<file path="config.mk">
export PLATFORM = sky130hd
export DESIGN_NAME = epc_ctrl
export DESIGN_NICKNAME = d
export VERILOG_FILES = /design/src/inc/epc_pkg.sv /design/src/rtl/epc_ctrl.sv
export SDC_FILE = /design/constraint.sdc
export NUM_CORES = 1
export LEC_CHECK = 0
export BUFFER_PORTS_ARGS = -buffer_cell sky130_fd_sc_hd__buf_2
export CAP_MARGIN = 20
export CORE_MARGIN = 4
export CORE_UTILIZATION = 30
export DETAILED_ROUTE_END_ITERATION = 10
export PLACE_DENSITY = 0.57
export SETUP_SLACK_MARGIN = 0.4
export SYNTH_ARGS = -nofsm -noshare
export SYNTH_HDL_FRONTEND = slang
export SYNTH_SLANG_ARGS = --single-unit
</file>
<file path="constraint.sdc">
create_clock -name clk_sys_i -period 4.4 [get_ports clk_sys_i]
set_clock_uncertainty 0.05 [all_clocks]
set_input_delay 0.44 -clock clk_sys_i [delete_from_list [all_inputs] [get_ports clk_sys_i]]
set_output_delay 0.44 -clock clk_sys_i [all_outputs]
set_load 0.005 [all_outputs]
</file>
<file path="src/inc/epc_pkg.sv">
// package: constants and types for the EPROM programmer controller
//
// Behaviour
// - only one memory drives the shared data lines; unselected ones are held off by chip select or output gate high.
// - to program, address and data are set with chip select low, output gate high and vpp on, then the strobe pulses low.
// - verify uses output gate low, chip select low, strobe high with vpp still applied, and the memory returns the byte.
// - the short-pulse algorithm applies 100 us pulses with a verify after each.
// - the short-pulse algorithm allows at most ten pulses per byte, then reports failure.
// - the standard algorithm applies 1 ms prime pulses with a verify after each, up to 25.
// - after a good verify the standard algorithm applies a final pulse of three ms per prime pulse used.
// - after programming, every location is read back at normal supply to confirm it.
// - locations may be programmed in any order, singly or in blocks.
// - with the id line at high voltage and other addresses low, the byte select line picks maker or part code.
package epc_pkg;
    localparam int ADDR_W = 14;
    localparam int DATA_W = 8;
    localparam int CLK_MHZ = 125;
    localparam int SHORT_PULSE_US = 100;
    localparam int PRIME_PULSE_US = 1000;
    localparam int SETUP_US = 2;
    localparam int SHORT_PULSE_CYC = SHORT_PULSE_US * CLK_MHZ;
    localparam int PRIME_PULSE_CYC = PRIME_PULSE_US * CLK_MHZ;
    localparam int SETUP_CYC = SETUP_US * CLK_MHZ;
    localparam int SHORT_MAX_PULSES = 10;
    localparam int PRIME_MAX_PULSES = 25;
    localparam int FINAL_MULT = 3;
    localparam int CNT_W = 18;
    localparam int PCNT_W = 7;
    localparam logic [1:0] CMD_READ = 2'h0;
    localparam logic [1:0] CMD_PROG = 2'h1;
    localparam logic [1:0] CMD_ID = 2'h2;

    typedef enum logic [2:0] {
        EPC_IDLE = 3'b000,
        EPC_SETUP = 3'b001,
        EPC_PULSE = 3'b010,
        EPC_VSET = 3'b011,
        EPC_VCHK = 3'b100,
        EPC_FINAL = 3'b101,
        EPC_READ = 3'b110,
        EPC_DONE = 3'b111
    } epc_state_t;
endpackage

</file>
<file path="src/rtl/epc_ctrl.sv">
// module: host-side controller that reads, identifies and programs the EPROM
`timescale 1ns/100ps
module epc_ctrl import epc_pkg::*; (
    input wire logic clk_sys_i,
    input wire logic nrst_i,
    input wire logic req_i,
    input wire logic [1:0] cmd_i,
    input wire logic short_alg_i,
    input wire logic id_sel_i,
    input wire logic [ADDR_W-1:0] addr_i,
    input wire logic [DATA_W-1:0] wdata_i,
    input wire logic [DATA_W-1:0] data_lines_i,
    output logic [DATA_W-1:0] data_lines_o,
    output logic data_lines_oe_o,
    output logic [ADDR_W-1:0] mem_addr_o,
    output logic chip_sel_n_o,
    output logic out_gate_n_o,
    output logic program_strobe_n_o,
    output logic vpp_on_o,
    output logic vcc_prog_o,
    output logic id_mode_high_voltage_line_o,
    output logic busy_o,
    output logic done_o,
    output logic fail_o,
    output logic parity_err_o,
    output logic [DATA_W-1:0] rdata_o,
    output logic [PCNT_W-1:0] pulses_o
);
    ////////////////////////////////////////////////////////////////////////
    epc_state_t state;
    logic [CNT_W-1:0] cnt;
    logic [PCNT_W-1:0] pcnt;
    logic [PCNT_W-1:0] fcnt;
    logic [1:0] cmd;
    logic alg_short;
    logic [DATA_W-1:0] wdata;
    logic [DATA_W-1:0] din_s1;
    logic [DATA_W-1:0] din_s2;

    always_ff @(posedge clk_sys_i or negedge nrst_i) begin
        if (!nrst_i) begin
            din_s1 <= 8'h00;
            din_s2 <= 8'h00;
        end else begin
            din_s1 <= data_lines_i;
            din_s2 <= din_s1;
        end
    end

    ////////////////////////////////////////////////////////////////////////
    wire cnt_end = (cnt == '0);
    wire match = (din_s2 == wdata);
    wire [PCNT_W-1:0] max_p = alg_short ? PCNT_W'(SHORT_MAX_PULSES) : PCNT_W'(PRIME_MAX_PULSES);
    wire [CNT_W-1:0] pulse_len = alg_short ? CNT_W'(SHORT_PULSE_CYC - 1) : CNT_W'(PRIME_PULSE_CYC - 1);
    wire odd_ok = ^din_s2;
    wire reading = (state == EPC_VSET) || (state == EPC_VCHK) || (state == EPC_READ);

    always_ff @(posedge clk_sys_i or negedge nrst_i) begin
        if (!nrst_i) begin
            state <= EPC_IDLE;
            cnt <= '0;
            pcnt <= '0;
            fcnt <= '0;
            cmd <= CMD_READ;
            alg_short <= 1'b0;
            wdata <= 8'h00;
            mem_addr_o <= '0;
            done_o <= 1'b0;
            fail_o <= 1'b0;
            parity_err_o <= 1'b0;
            rdata_o <= 8'h00;
            pulses_o <= '0;
        end else begin
            done_o <= 1'b0;
            case (state)
                EPC_IDLE: begin
                    if (req_i) begin
                        cmd <= cmd_i;
                        alg_short <= short_alg_i;
                        wdata <= wdata_i;
                        fail_o <= 1'b0;
                        parity_err_o <= 1'b0;
                        pcnt <= '0;
                        fcnt <= '0;
                        cnt <= CNT_W'(SETUP_CYC - 1);
                        mem_addr_o <= (cmd_i == CMD_ID) ? {{(ADDR_W-1){1'b0}}, id_sel_i} : addr_i;
                        state <= (cmd_i == CMD_PROG) ? EPC_SETUP : EPC_READ;
                    end
                end
                EPC_SETUP: begin
                    cnt <= cnt - 1'b1;
                    if (cnt_end && (fcnt != '0)) begin
                        // final pulse also waits out the data setup time
                        cnt <= CNT_W'(PRIME_PULSE_CYC - 1);
                        state <= EPC_FINAL;
                    end else if (cnt_end) begin
                        cnt <= pulse_len;
                        pcnt <= pcnt + 1'b1;
                        state <= EPC_PULSE;
                    end
                end
                EPC_PULSE: begin
                    cnt <= cnt - 1'b1;
                    if (cnt_end) begin
                        cnt <= CNT_W'(SETUP_CYC - 1);
                        state <= EPC_VSET;
                    end
                end
                EPC_VSET: begin
                    cnt <= cnt - 1'b1;
                    if (cnt_end) state <= EPC_VCHK;
                end
                EPC_VCHK: begin
                    cnt <= CNT_W'(SETUP_CYC - 1);
                    if (match && !alg_short) begin
                        fcnt <= PCNT_W'(FINAL_MULT) * pcnt;
                        state <= EPC_SETUP;
                    end else if (match) begin
                        state <= EPC_DONE;
                    end else if (pcnt >= max_p) begin
                        fail_o <= 1'b1;
                        state <= EPC_DONE;
                    end else begin
                        state <= EPC_SETUP;
                    end
                end
                EPC_FINAL: begin
                    cnt <= cnt - 1'b1;
                    if (cnt_end) begin
                        cnt <= CNT_W'(PRIME_PULSE_CYC - 1);
                        fcnt <= fcnt - 1'b1;
                        if (fcnt == PCNT_W'(1)) state <= EPC_DONE;
                    end
                end
                EPC_READ: begin
                    cnt <= cnt - 1'b1;
                    if (cnt_end) begin
                        rdata_o <= din_s2;
                        parity_err_o <= (cmd == CMD_ID) && !odd_ok;
                        state <= EPC_DONE;
                    end
                end
                EPC_DONE: begin
                    pulses_o <= pcnt;
                    done_o <= 1'b1;
                    state <= EPC_IDLE;
                end
                default: state <= EPC_IDLE;
            endcase
        end
    end

    ////////////////////////////////////////////////////////////////////////
    wire prog_phase = (state == EPC_SETUP) || (state == EPC_PULSE) || (state == EPC_FINAL);
    wire pulse_on = (state == EPC_PULSE) || (state == EPC_FINAL);
    wire prog_cmd = (state != EPC_IDLE) && (state != EPC_READ) && (state != EPC_DONE);

    always_ff @(posedge clk_sys_i or negedge nrst_i) begin
        if (!nrst_i) begin
            chip_sel_n_o <= 1'b1;
            out_gate_n_o <= 1'b1;
            program_strobe_n_o <= 1'b1;
            data_lines_oe_o <= 1'b0;
            data_lines_o <= 8'h00;
            vpp_on_o <= 1'b0;
            vcc_prog_o <= 1'b0;
            id_mode_high_voltage_line_o <= 1'b0;
            busy_o <= 1'b0;
        end else begin
            chip_sel_n_o <= (state == EPC_IDLE) || (state == EPC_DONE);
            out_gate_n_o <= !reading;
            program_strobe_n_o <= !pulse_on;
            data_lines_oe_o <= prog_phase;
            data_lines_o <= wdata;
            vpp_on_o <= prog_cmd;
            vcc_prog_o <= prog_cmd;
            id_mode_high_voltage_line_o <= (state == EPC_READ) && (cmd == CMD_ID);
            busy_o <= (state != EPC_IDLE);
        end
    end

    // short pulses are measured by a counter, not by a delay
    logic [CNT_W-1:0] strobe_low_run;
    always_ff @(posedge clk_sys_i or negedge nrst_i) begin
        if (!nrst_i) begin
            strobe_low_run <= '0;
        end else begin
            strobe_low_run <= program_strobe_n_o ? '0 : strobe_low_run + 1'b1;
        end
    end
endmodule // epc_ctrl

</file>
==> flow_metrics.tcl <==
set metrics [dict create \
    cts_root_buffer "clkbuf_16" \
    vias 4273 \
    startpoint "state[0]$_DFFE_PN0P_" \
    hp-class "in2reg" \
    gp_congestion 0.883 \
    crit_type "reg2reg" \
    relSlewSlack_pct 33.7 \
    setup_violations 0 \
    hold_depth 1 \
    pre_cts_ws_ps 1350 \
    fin_setup_tns_ps 0 \
    port_buffers 84 \
    power_switching_mw 1.42 \
    antenna_cells 0 \
    slew_viol_final 0 \
    pwr-share-comb_pct 33.7 \
    hold_violations 0 \
    rr_worst_depth 8 \
    max_freq_ghz 0.321 \
    rsz0062_at_grt "false" \
    power_density_nw_per_um2 578 \
    cts_max_level 3 \
    min-delay-start "data_lines_i[1]" \
    synth_seq_area_share_pct 52.1 \
    crit_fanout 19 \
    finalPower_mw 3.61 \
    ys_types 62 \
    pwr-share-clk_pct 23.9 \
    grt_overflow 0 \
    grt_pass1_vias 4401 \
    syn_area_um2 5250 \
    cp.arrival_ps 3280 \
    p_int_mw 2.18 \
    cts_tree "yes" \
    cts_setup_buffers 0 \
    power_frac_seq_pct 42.4 \
    power.leakage_nw 3.03 \
    cts.sinks 109 \
    fill_cells 1746 \
    layout_common_cells "nand2_1 (110), dfrtp_1 (106), buf_2 (83)" \
    num_rows 48 \
    vias_per_cell 5.00 \
    start_util_pct 30.4 \
    grt_max_degree 65 \
    end_kind "register" \
    synth_edf_count 0 \
    reg2reg_slack_ps 1290 \
    cts.clk_slew.worst_paths_ps 90 \
    worst_pin_slew_ps 992 \
    peakVddDrop_v 0.000286 \
    grt_pass1_wl_um 22200 \
    dpl.hpwl_um 9740 \
    postCtsHoldBufs 1 \
    ys.flop_type "dfrtp_1" \
    outcome "complete, no violations" \
    final.period_utilization_pct 70.8 \
    io_pins 85 \
    drc 0 \
    crit_end "cnt[6]$_DFFE_PN0P_" \
    drt_iter0_markers 205 \
    grt_util_all_layers_pct 13.7 \
    avgSynthCellArea_um2 9.66 \
    final.hold.worst_slack_ps 125 \
    syn_nets 596 \
    max-cap-violations 0 \
    final_cells 854 \
    wl_um 13300 \
    switching_share_pct 39.5 \
    drt-pass1-iter-count 5 \
    syn_to_final_growth_pct 19.0 \
    synth-seq-cells 109 \
    chipWidth_um 140 \
    final_net_count 677 \
    postSynthCellCount 543 \
    r2r_start "state[0]$_DFFE_PN0P_" \
    clkLatencyLatePin_ps 360 \
    ant_nets 0 \
    die_area_um2 19700 \
    cts_resized 0 \
    fin_crit_ps 3110 \
    die_y_um 140 \
    core_area_um2 17200 \
    final_common_cell "nand2_1" \
    antenna_found_initial 0 \
    drive_above_1_share_pct 20.0 \
    cp_data_required_time_ps 4560 \
    synthArstFlopShare_pct 100 \
    setup_ws_ps 1290 \
    cts_buffer_depth 2 \
    dp.cells 836 \
    cts_inserted_buffers 9 \
    r2r_end "cnt[6]$_DFFE_PN0P_" \
    wl_per_cell_um 15.5 \
    start_kind "register" \
    yosysWarnings 0 \
]
synth_stat cells, types with 3 or more instances:
library cell  number  area, um^2
nand2b_1           6        37.5
nand4_1            7        43.8
ha_1              15         188
nor3b_1            3        22.5
or3_1              4        25.0
a21o_1             3        22.5
nor2b_1            4        25.0
dfstp_2            3        78.8
or4_1              3        22.5
nor3_1            16        80.1
xor2_1             5        43.8
o311ai_0           3        26.3
o21ai_0           31         155
dfrtp_1          106        2650
xnor2_1           26         228
a21oi_1           19        95.1
inv_1             18        67.6
a31oi_1            4        25.0
a32oi_1            3        26.3
nand3_1           24         120
o21bai_1           3        22.5
o21ai_1            4        20.0
nand2_1          110         413
or2_2              3        18.8
clkbuf_1          17        63.8
and2_1             5        31.3
o311ai_1           3        26.3
nor2_1            37         139
a32o_1             3        30.0
nor4_1             7        43.8
mux2_2             8        90.1
sequential cells by signal, summed over array words and instances, names as in the netlist, 8 cells and up:
signal,cells
cnt,18
mem_addr_o,14
data_lines_o,8
din_s1,8
din_s2,8
rdata_o,8
wdata,8
per-layer routing:
metal | global-route usage (%) | vias up | part of all wire, %
met1 | 18.5 | 2094 | 46
met3 | 3.28 | 15 | 5.1
met5 | 0 | - | 0
li1 | - | 2057 | -
met4 | 4.33 | 0 | 1.5
met2 | 22.0 | 107 | 47
critical path: stages, from the launching register on:
cell     delay [ps]
dfrtp_1         600
and2_1          320
nand2_1         450
inv_1           260
a21oi_1         620
nand2_1         200
nor3_1          230
xnor2_1         150
nand3_1          90
worst min path at each step:
stage / endpoint / slack (ps)
5_1_grt: din_s1[1]$_DFF_PN0_ / 110
6_report: din_s1[1]$_DFF_PN0_ / 120
3_5_place_dp: fcnt[4]$_DFFE_PN0P_ / 220
3_3_place_gp: fcnt[5]$_DFFE_PN0P_ / 230
4_1_cts: din_s1[1]$_DFF_PN0_ / 110
2_1_floorplan: alg_short$_DFFE_PN0P_ / 90
area by class of cell:
class | count | area (um^2) | area share (%)
clock inverters | 7 | 91.3 | 1.46
repair buffers | 90 | 478 | 7.66
well taps | 225 | 282 | 4.51
clock buffers | 9 | 225 | 3.61
flip-flops and latches | 109 | 2730 | 43.7
inverters | 18 | 67.6 | 1.08
multi-input cells | 396 | 2370 | 37.9
per-stage QoR:
| step | area (um^2) | utilization (%) |
|---|---|---|
| final | 6240 | 36.2 |
| after CTS | 6230 | 36.1 |
| after floorplan | 5250 | - |
| after global placement | 5900 | 34.2 |
| after global routing | 6240 | 36.2 |
| after detailed placement | 5900 | 34.2 |
kinds of logic (layout without fill, tap and decap cells):
family                   Yosys count  count (layout)  share of synthesized area [%]
AND/OR/NAND/NOR                  239             239                           21.2
flip-flops                       109             109                           52.1
AO/OA/AOI/OAI                    101             101                           12.9
buffers and inverters             38             124                           2.79
XOR/XNOR                          31              31                           5.18
adder cells (fa/ha/maj)           16              16                           3.96
multiplexers                       9               9                           1.91
power by group through the flow:
stage	clock [mW]	sequential [mW]	combinational (mW)
after global routing	0.921	1.58	1.38
after floorplan	0	1.46	0.829
after CTS	0.883	1.53	1.22
after global placement	0	1.54	1.20
final	0.861	1.53	1.22
after detailed placement	0	1.55	1.22
(Power assumes the default switching activity.)
